## src/rtl/iopm_pkg.sv

```systemverilog
package iopm_pkg;
    // Port count and width
    localparam int NPORT = 7;
    localparam int PW = 8;
    // Port indices
    localparam int P_A = 0;
    localparam int P_B = 1;
    localparam int P_C = 2;
    localparam int P_D = 3;
    localparam int P_E = 4;
    localparam int P_F = 5;
    localparam int P_G = 6;
    // Register kinds: index = kind * 8 + port, byte address = index * 4
    localparam logic [2:0] K_DIN = 3'h0;
    localparam logic [2:0] K_DOUT = 3'h1;
    localparam logic [2:0] K_DIR = 3'h2;
    localparam logic [2:0] K_CTL = 3'h3;
    localparam logic [2:0] K_MISC = 3'h4;
    // Misc register slots (port field)
    localparam logic [2:0] M_MAP = 3'h0;
    localparam logic [2:0] M_SPACE = 3'h1;
    // Peripheral enable bit of the memory mapping register
    localparam int MAP_PIO_BIT = 7;
    // Space enable bit of the io space register
    localparam int SPACE_EN_BIT = 0;
    // Reset values
    localparam logic [7:0] RST_BYTE = 8'h00;
    localparam logic [31:0] RD_ZERO = 32'h0000_0000;
    // Port D has four pins
    localparam logic [7:0] PORTD_MASK = 8'h0F;
    // Nibble width
    localparam int NIB = 4;
endpackage : iopm_pkg

```

## src/rtl/iopm_pin.sv

```systemverilog
`timescale 1ns/100ps
// One pin driver: output mux and enable
module iopm_pin
    import iopm_pkg::*;
(
    input wire logic dout, // Data out register bit
    input wire logic dir, // Direction bit
    input wire logic ctl, // Mode control bit
    input wire logic has_oe_pt, // Port ORs array enable term
    input wire logic pt_oe, // Array enable product term
    input wire logic pld_sel, // Pin owned by logic array
    input wire logic pld_out, // Output macrocell value
    input wire logic addr_bit, // Latched address bit
    input wire logic fixed_sel, // Data or peripheral or scan use
    input wire logic fixed_out, // Value for fixed use
    input wire logic fixed_oe, // Enable for fixed use
    output logic pin_o, // Pin output value
    output logic pin_oe // Pin output enable
);
    logic en;
    assign en = dir | (has_oe_pt & pt_oe);
    // Priority: fixed modes, logic array, address out, host I/O
    always_comb begin
        pin_o = dout;
        pin_oe = en;
        if (fixed_sel) begin
            pin_o = fixed_out;
            pin_oe = fixed_oe;
        end else if (pld_sel) begin
            pin_o = pld_out;
            pin_oe = en;
        end else if (ctl) begin
            pin_o = addr_bit;
            pin_oe = pt_oe | (dir & ctl);
        end else begin
            pin_o = dout;
            pin_oe = en;
        end
    end
endmodule : iopm_pin

```

## src/rtl/iopm_top.sv

```systemverilog
`timescale 1ns/100ps
// Operation
// - fixed modes from config and pins, only peripheral mode host-writable
// - control bit zero gives host I/O
// - host I/O drives data out, reads pins
// - ports A-C host I/O unless configured
// - array term or direction enables output
// - address out needs enable or dir+ctl
// - address nibbles mapped onto E, F, G
// - address out only on E, F, G
// - enable is direction OR product term on A, B, C, F
// - address inputs feed arrays, strobe latch
// - decode inputs treated as address inputs
// - data port disables general I/O
// - data port chosen by host bus type
// - scan pins on any enable method
// - host I/O direction follows bit/term
// - registers decoded at fixed offsets
// - direction one output, reset input
// - control zero host I/O, default
// - peripheral mode by mapping bit seven
// - peripheral buffer off without select
module iopm_top
    import iopm_pkg::*;
#(
    parameter logic [PW-1:0] CFG_PLD_A = 8'h00, // Array-owned pins, A
    parameter logic [PW-1:0] CFG_PLD_B = 8'h00, // Array-owned pins, B
    parameter logic [PW-1:0] CFG_PLD_C = 8'h00, // Array-owned pins, C
    parameter logic [PW-1:0] CFG_PLD_D = 8'h00, // Array-owned pins, D
    parameter logic [PW-1:0] CFG_PLD_F = 8'h00, // Array-owned pins, F
    parameter logic CFG_NONMUX = 1'b0, // Host bus is non-multiplexed
    parameter logic CFG_ALT_G = 1'b0, // Port G carries address 7..0
    parameter logic CFG_SKIP_LOW = 1'b0, // No low nibble on E, F
    parameter logic CFG_RSTPAT_EN = 1'b0, // Drive reset pattern on the F, G data port
    parameter logic [15:0] CFG_RSTPAT = 16'h0000, // Reset pattern
    parameter logic CFG_IMC_LATCH = 1'b0 // Latch address in on strobe
) (
    input wire logic clk_sys, // System clock
    input wire logic rstn, // Async reset, low
    // Avalon-MM slave
    input wire logic [7:0] avs_address, // Byte address
    input wire logic avs_read, // Read strobe
    input wire logic avs_write, // Write strobe
    input wire logic [31:0] avs_writedata, // Write data
    input wire logic [3:0] avs_byteenable, // Byte lanes
    output logic [31:0] avs_readdata, // Read data
    output logic avs_waitrequest, // Stall
    // Pins, seven ports of eight
    input wire logic [NPORT*PW-1:0] pin_i, // Pin levels
    output logic [NPORT*PW-1:0] pin_o, // Pin drive values
    output logic [NPORT*PW-1:0] pin_oe, // Pin drive enables
    // Logic array side
    input wire logic [NPORT*PW-1:0] pld_out, // Output macrocell values
    input wire logic [NPORT*PW-1:0] pld_oe, // Enable product terms
    output logic [NPORT*PW-1:0] pld_in, // Pin inputs to arrays
    // Host bus side
    input wire logic address_latch_strobe, // Address strobe pin
    input wire logic [15:0] host_addr, // Host address for latching
    input wire logic [15:0] host_data_o, // Host data to drive out
    input wire logic host_data_oe, // Device drives data bus
    output logic [15:0] host_data_i, // Data bus as seen at F, G
    input wire logic peripheral_select_zero, // Peripheral select 0
    input wire logic peripheral_select_one, // Peripheral select 1
    input wire logic [7:0] periph_data_o, // Peripheral data out
    input wire logic periph_dir_out, // Peripheral buffer to pins
    input wire logic in_reset, // Host reset phase active
    input wire logic [2:0] scan_en_src // Scan enable methods
);
    // Register storage
    logic [PW-1:0] dout_r [NPORT]; // Data out
    logic [PW-1:0] dir_r [NPORT]; // Direction
    logic [PW-1:0] ctl_r [NPORT]; // Mode control, E-G used
    logic [7:0] map_r; // Memory mapping register
    logic space_en_r; // I/O register space enabled
    logic [15:0] addr_lat_r; // Latched host address
    logic [PW-1:0] sync1_r [NPORT]; // Pin sync stage one
    logic [PW-1:0] sync2_r [NPORT]; // Pin sync stage two
    logic [PW-1:0] imc_r [NPORT]; // Input macrocell latch
    logic [1:0] als_sync_r; // Strobe synchroniser
    logic als_d_r; // Strobe history
    logic ack_r; // Answer pulse
    logic [31:0] rdata_r; // Read data
    logic [PW-1:0] cfg_pld [NPORT]; // Array ownership per port

    // Decode of address fields
    logic [2:0] a_kind;
    logic [2:0] a_port;
    logic req;
    assign a_kind = avs_address[7:5];
    assign a_port = avs_address[4:2];
    assign req = avs_read | avs_write;

    assign cfg_pld[P_A] = CFG_PLD_A;
    assign cfg_pld[P_B] = CFG_PLD_B;
    assign cfg_pld[P_C] = CFG_PLD_C;
    assign cfg_pld[P_D] = CFG_PLD_D;
    assign cfg_pld[P_E] = RST_BYTE;
    assign cfg_pld[P_F] = CFG_PLD_F;
    assign cfg_pld[P_G] = RST_BYTE;

    // One wait cycle per access: answer the cycle after the request
    assign avs_waitrequest = req & ~ack_r;
    assign avs_readdata = rdata_r;

    // Answer pulse; one cycle so back-to-back requests alternate.
    // A held request must not be taken twice, so the pulse clears
    // itself and every access pays exactly one wait cycle.
    always_ff @(posedge clk_sys or negedge rstn) begin
        if (!rstn) begin
            ack_r <= 1'b0;
        end else begin
            ack_r <= req & ~ack_r;
        end
    end

    // Writable register decode: only kinds and ports that exist
    function automatic logic wr_ok(input logic [2:0] k, input logic [2:0] p);
        logic ok;
        ok = 1'b0;
        if (k == K_DOUT || k == K_DIR) begin
            ok = (p < 3'(NPORT));
        end else if (k == K_CTL) begin
            // only E, F, G have control bits
            ok = (p >= 3'(P_E)) && (p < 3'(NPORT));
        end else if (k == K_MISC) begin
            ok = (p == M_MAP) || (p == M_SPACE);
        end
        return ok;
    endfunction : wr_ok

    logic wr_go;
    logic [PW-1:0] wbyte;
    // Registers take the write on the accepting edge
    // Lanes one to three carry nothing; only lane zero can land
    assign wr_go = avs_write & ack_r & avs_byteenable[0];
    assign wbyte = avs_writedata[PW-1:0];

    // Port register writes; visible from next cycle
    always_ff @(posedge clk_sys or negedge rstn) begin
        if (!rstn) begin
            for (int i = 0; i < NPORT; i++) begin
                dout_r[i] <= RST_BYTE;
                dir_r[i] <= RST_BYTE;
                ctl_r[i] <= RST_BYTE;
            end
        end else if (wr_go && wr_ok(a_kind, a_port) && space_en_r) begin
            // port registers decoded at fixed offsets
            if (a_kind == K_DOUT) begin
                dout_r[a_port] <= wbyte;
            end
            if (a_kind == K_DIR) begin
                // Port D has only four pins
                dir_r[a_port] <= (a_port == 3'(P_D)) ?
                    (wbyte & PORTD_MASK) : wbyte;
            end
            // control bits changeable at run time
            if (a_kind == K_CTL) begin
                ctl_r[a_port] <= wbyte;
            end
        end
    end

    // Mapping and space registers are always reachable
    always_ff @(posedge clk_sys or negedge rstn) begin
        if (!rstn) begin
            map_r <= RST_BYTE;
            space_en_r <= 1'b0;
        end else if (wr_go && a_kind == K_MISC) begin
            if (a_port == M_MAP) begin
                map_r <= wbyte;
            end
            if (a_port == M_SPACE) begin
                space_en_r <= wbyte[SPACE_EN_BIT];
            end
        end
    end

    // Read mux; unmapped addresses read zero
    // Captured on the edge that ends the wait cycle, so the data stands while the
    // master samples it and holds until the next read
    always_ff @(posedge clk_sys or negedge rstn) begin
        if (!rstn) begin
            rdata_r <= RD_ZERO;
        end else if (avs_read && !ack_r) begin
            rdata_r <= RD_ZERO;
            if (a_kind == K_MISC && a_port == M_MAP) begin
                rdata_r[PW-1:0] <= map_r;
            end else if (a_kind == K_MISC && a_port == M_SPACE) begin
                rdata_r[SPACE_EN_BIT] <= space_en_r;
            end else if (space_en_r && a_port < 3'(NPORT)) begin
                unique case (a_kind)
                    K_DIN: rdata_r[PW-1:0] <= sync2_r[a_port];
                    K_DOUT: rdata_r[PW-1:0] <= dout_r[a_port];
                    K_DIR: rdata_r[PW-1:0] <= dir_r[a_port];
                    K_CTL: rdata_r[PW-1:0] <= ctl_r[a_port];
                    default: rdata_r <= RD_ZERO;
                endcase
            end
        end
    end

    // Pin synchronisers, two flops before any use
    // Limitation: a pin level reaches the host two cycles late
    always_ff @(posedge clk_sys or negedge rstn) begin
        if (!rstn) begin
            for (int i = 0; i < NPORT; i++) begin
                sync1_r[i] <= RST_BYTE;
                sync2_r[i] <= RST_BYTE;
            end
            als_sync_r <= 2'b00;
        end else begin
            for (int i = 0; i < NPORT; i++) begin
                sync1_r[i] <= pin_i[i*PW +: PW];
                sync2_r[i] <= sync1_r[i];
            end
            als_sync_r <= {als_sync_r[0], address_latch_strobe};
        end
    end

    // Strobe falling edge latches host address and input macrocells
    // History resets low like the idle strobe, so reset makes no edge
    logic als_fall;
    assign als_fall = als_d_r & ~als_sync_r[1];

    always_ff @(posedge clk_sys or negedge rstn) begin
        if (!rstn) begin
            als_d_r <= 1'b0;
            addr_lat_r <= 16'h0000;
            for (int i = 0; i < NPORT; i++) begin
                imc_r[i] <= RST_BYTE;
            end
        end else begin
            als_d_r <= als_sync_r[1];
            if (als_fall) begin
                addr_lat_r <= host_addr;
                for (int i = 0; i < NPORT; i++) begin
                    imc_r[i] <= sync2_r[i];
                end
            end
        end
    end

    // pin inputs to arrays, direct or latched
    // Latching holds the address steady for the whole host cycle
    always_comb begin
        for (int i = 0; i < NPORT; i++) begin
            pld_in[i*PW +: PW] = CFG_IMC_LATCH ? imc_r[i] : sync2_r[i];
        end
    end

    // Data bus as seen on F (low) and G (high)
    assign host_data_i = {sync2_r[P_G], sync2_r[P_F]};

    // Per-port address and fixed-mode selection
    // Fixed modes come from parameters and pins; only peripheral mode follows a host write (map_r)
    logic [PW-1:0] addr_p [NPORT];
    logic [PW-1:0] fsel [NPORT];
    logic [PW-1:0] fout [NPORT];
    logic [PW-1:0] foe [NPORT];
    logic pio_on;
    logic psel_any;
    logic scan_on;
    // peripheral mode from mapping bit 7
    assign pio_on = map_r[MAP_PIO_BIT];
    // buffer only with a select active
    assign psel_any = peripheral_select_zero | peripheral_select_one;
    assign scan_on = |scan_en_src;

    always_comb begin
        for (int i = 0; i < NPORT; i++) begin
            addr_p[i] = RST_BYTE;
            fsel[i] = RST_BYTE;
            fout[i] = RST_BYTE;
            foe[i] = RST_BYTE;
        end
        // address only on E, F, G
        addr_p[P_E] = addr_lat_r[PW-1:0];
        addr_p[P_F] = addr_lat_r[PW-1:0];
        addr_p[P_G] = CFG_ALT_G ? addr_lat_r[PW-1:0] : addr_lat_r[15:PW];
        if (CFG_SKIP_LOW) begin
            // Low nibbles of E, F carry no address here
            addr_p[P_E][NIB-1:0] = dout_r[P_E][NIB-1:0];
            addr_p[P_F][NIB-1:0] = dout_r[P_F][NIB-1:0];
        end
        // non-multiplexed host makes F, G a data port
        if (CFG_NONMUX) begin
            fsel[P_F] = '1;
            fsel[P_G] = '1;
            fout[P_F] = host_data_o[PW-1:0];
            fout[P_G] = host_data_o[15:PW];
            foe[P_F] = {PW{host_data_oe}};
            foe[P_G] = {PW{host_data_oe}};
            // Reset pattern while host in reset, no bus cycle
            if (CFG_RSTPAT_EN && in_reset && !host_data_oe) begin
                fout[P_F] = CFG_RSTPAT[PW-1:0];
                fout[P_G] = CFG_RSTPAT[15:PW];
                foe[P_F] = '1;
                foe[P_G] = '1;
            end
        end else if (pio_on) begin
            fsel[P_F] = '1;
            fout[P_F] = periph_data_o;
            foe[P_F] = {PW{psel_any & periph_dir_out}};
        end
        // Scan pins take the low four pins of E
        if (scan_on) begin
            fsel[P_E][NIB-1:0] = '1;
        end
    end

    // One pin driver per pin
    // Ports A-D never see a control bit, so they never carry address out
    for (genvar p = 0; p < NPORT; p++) begin : g_port
        for (genvar b = 0; b < PW; b++) begin : g_bit
            localparam int K = p * PW + b;
            // term ORed on A, B, C, F only
            localparam logic HAS_PT = (p == P_A) || (p == P_B) ||
                (p == P_C) || (p == P_F);
            iopm_pin u_pin (
                .dout(dout_r[p][b]),
                .dir(dir_r[p][b]),
                .ctl(ctl_r[p][b] & (p >= P_E)),
                .has_oe_pt(HAS_PT),
                .pt_oe(pld_oe[K]),
                .pld_sel(cfg_pld[p][b]),
                .pld_out(pld_out[K]),
                .addr_bit(addr_p[p][b]),
                .fixed_sel(fsel[p][b]),
                .fixed_out(fout[p][b]),
                .fixed_oe(foe[p][b]),
                .pin_o(pin_o[K]),
                .pin_oe(pin_oe[K])
            );
        end
    end
endmodule : iopm_top

```

## config.mk

```make
export PLATFORM = sky130hd
export DESIGN_NAME = iopm_top
export DESIGN_NICKNAME = d
export VERILOG_FILES = /design/src/rtl/iopm_pkg.sv /design/src/rtl/iopm_pin.sv /design/src/rtl/iopm_top.sv
export SDC_FILE = /design/constraint.sdc
export NUM_CORES = 1
export LEC_CHECK = 0
export BUFFER_PORTS_ARGS = -buffer_cell sky130_fd_sc_hd__buf_2
export CAP_MARGIN = 0
export CORE_ASPECT_RATIO = 0.6
export CORE_UTILIZATION = 45
export DETAILED_ROUTE_END_ITERATION = 8
export GPL_ROUTABILITY_DRIVEN = 1
export MAX_ROUTING_LAYER = met4
export PLACE_DENSITY = 0.84
export SLEW_MARGIN = 20
export SYNTH_ARGS = -nofsm -noshare
export SYNTH_HDL_FRONTEND = slang
export SYNTH_SLANG_ARGS = --single-unit
```

## constraint.sdc

```tcl
create_clock -name clk_sys -period 1.6 [get_ports clk_sys]
set_input_delay 0.16 -clock clk_sys [delete_from_list [all_inputs] [get_ports clk_sys]]
set_output_delay 0.16 -clock clk_sys [all_outputs]
set_load 0.01 [all_outputs]
```

==> run metrics <==
status=finished with violations; failing checks=negative setup slack; Final Hold Fails=0; fin area=20500 sq um; Routed WL=50500 microns; Layout Skew=11.1 ps; share of cells above drive strength 1=60.9%; Clock Latency Late Sink=570 ps; Final period util=112%; Max Clk Rate=559 MHz; initial antenna violation count=0; Yosys top cell by area=dfrtp_1; WP data required=between 1000 and 1500 ps; largest family of logic cells by synthesized area=multiplexers; vias per cell=5.38; diode count=0; FF/Latch Area=7940 sq um; core area=between 30000 and 40000 sq um; pin count of the biggest net entering global routing=55; Multi-input gate area=5720 sq um; compound-gate portion of the synthesized area=7.70%; post-synthesis xor/xnor area fraction=0%; Final min period=1790 ps; HP Class=input port to register; total clock sinks=317; H-tree depth=1; Synth Area in Adders=0%; max-cap violation count=0; area delta synth->final=43.9%; Avg WL per Cell=approximately 25 microns; Worst IR Drop VDD=0.000717 V; final setup fails=150; CTS Buf Count=29; Switching Fraction=24.7%; Startpoint Class=register; syn avg cell area=12.8 sq um; die height=140 microns; worst hold slack=47.0 ps; 1st-iter DRT viols=945; initial core utilization=a little under half; Sw Pwr=4330 uW; CTS tree=yes; slew margin rel.=56.3%; commonest non-fill, non-tap cells in the layout=dfrtp_1 (312), buf_2 (312), buf_4 (189), mux2_4 (101), mux2_2 (94); cell area after synthesis=between 10000 and 15000 sq um; FF+latch count, synth=317; Comb power frac=11.3%; class of the most critical setup path=register to primary output; via count=11100; EDFF count, synth=0; Worst-Margin Slew=roughly 650 ps; Async SR Flop Fraction=100%; vias in the first global route=11600; Final Non-Filler Cells=just over 2000; Gate Count Post-Synth=1110; post-synthesis sequential area ratio=55.7%; Synthesis Warnings=0; IO Count=482; clock root buffer=clkbuf_16; DR DRC count=0; GR Overflow Total=0; Final Worst Setup Slack=-187 ps; HPWL Detailed=35500 microns; Worst Setup End Kind=primary output; Yosys top cell area share=55.7%; Worst-path clk slew=~60 ps; placed cell count=roughly 1900; Post-DP Area=17200 sq um; Die Width=approximately 230 microns; Layout Nets=1888; first-pass GRT wire length=approximately 73000 microns; gpl congestion=0.947; Rows=50; Pins Over Slew Limit=0; Area contributors post-synth=dfrtp_1 (56%), mux2_2 (15%), buf_4 (8.1%); clock share of power=40.7%; simple-gate share of the synthesized area=6.35%; crit path DAT=1630 ps; gr usage total=a little under a third; clock buffer depth=3; IO Port Bufs=346; setup repair after global routing missed its margin=yes; antenna viol nets, final=0; mux cell area share after synthesis=19.3%; Max Fanout on Critical Path=8; P per Cell Area=854 nW/um^2; fillers=2277; Pre-Repair DR Iteration Count=5; Yosys cell types=59; Seq pwr share=48.0%; die area=32400 sq um; P_leak=0.0103 uW; Pint=13200 uW; ys flop type=dfrtp_1
[registers in the layout, summed over array words and instances (netlist names)]
register      count
ack_r             1
addr_lat_r       16
als_d_r           1
als_sync_r        2
avs_readdata      8
ctl_r            56
dir_r            56
dout_r           56
host_data_i      16
map_r             8
pld_in           40
space_en_r        1
sync1_r          56
[stage by stage]
stage	worst slack, ps	setup TNS, ps	utilization [%]	power, uW
CTS	-200	-8750	64.2	17400
finish	-187	-11830	65.8	17500
detailed placement	-520	-38440	55.1	10200
global placement	-504	-36610	55.1	10100
global route	-258	-19210	65.8	18100
floorplan	-38.7	-506	-	9240
[metal layers]
| metal | track usage, % | routed length, microns | vias to the layer above |
|---|---|---|---|
| li1 | - | - | 4778 |
| met1 | 42.3 | 21300 | 5662 |
| met2 | 47.2 | 23300 | 568 |
| met3 | 9.18 | 4690 | 70 |
| met4 | 7.62 | 1220 | 0 |
| met5 | - | 0 | - |
[cell usage after synthesis, types with 20 or more instances]
library cell  number
or2_2             24
buf_4            154
nand2_1           46
o21ai_0           32
clkbuf_1          53
dfrtp_1          317
a22oi_1           24
buf_2             20
nor2_1            36
mux2_2           194
[area by class of cell]
type	instances	share of cell area (%)
repair buffers	696	26.1
inverters	3	0.0550
clock buffers	36	3.86
clock inverters	14	0.788
well taps	416	2.54
flip-flops and latches	317	38.7
multi-input cells	576	27.9
[worst max-delay path, stage by stage, from the launching register on]
cell,delay (ps)
dfrtp_2,470
o211ai_1,120
buf_6,230
o21ai_2,80
buf_2,140
[power by group through the flow]
stage	Combinational, uW	Sequential, uW	Clock, uW
floorplan	723	8520	0
global placement	1580	8530	0
detailed placement	1610	8540	0
CTS	1870	8390	7180
finish	1980	8400	7130
global route	2100	8410	7560
[path summary, 6_finish.rpt]
| path | from | end | slack (ps) | cells past startpoint |
|---|---|---|---|---|
| setup reg to reg | pld_in[19] | avs_readdata[3] | -170 | 5 |
| min in group asynchronous | rstn | als_sync_r[1] | 110 | 2 |
| hold reg to reg | sync1_r[52] | pld_in[4] | 340 | 0 |
| max in group asynchronous | rstn | ctl_r[4] | 760 | 3 |
| setup / recovery | map_r[7] | pin_oe[41] | -190 | 4 |
| hold / removal | avs_writedata[7] | dir_r[47] | 50 | 3 |
[kinds of logic after synthesis]
family,after synthesis
AOI/OAI and AO/OA,151
buffers and inverters,240
DFF,317
muxes,229
other,1
and+or+nand+nor,172
[repair_timing]
action	in CTS	in global routing
setup buffers	35	16
endpoints found under the hold margin	369	0
pin swaps	27	29
endpoints found under the setup margin	168	201
resized for setup	227	90
cloned	0	3
hold buffers	76	0
No activity file was read; power rests on OpenSTA's default activity.
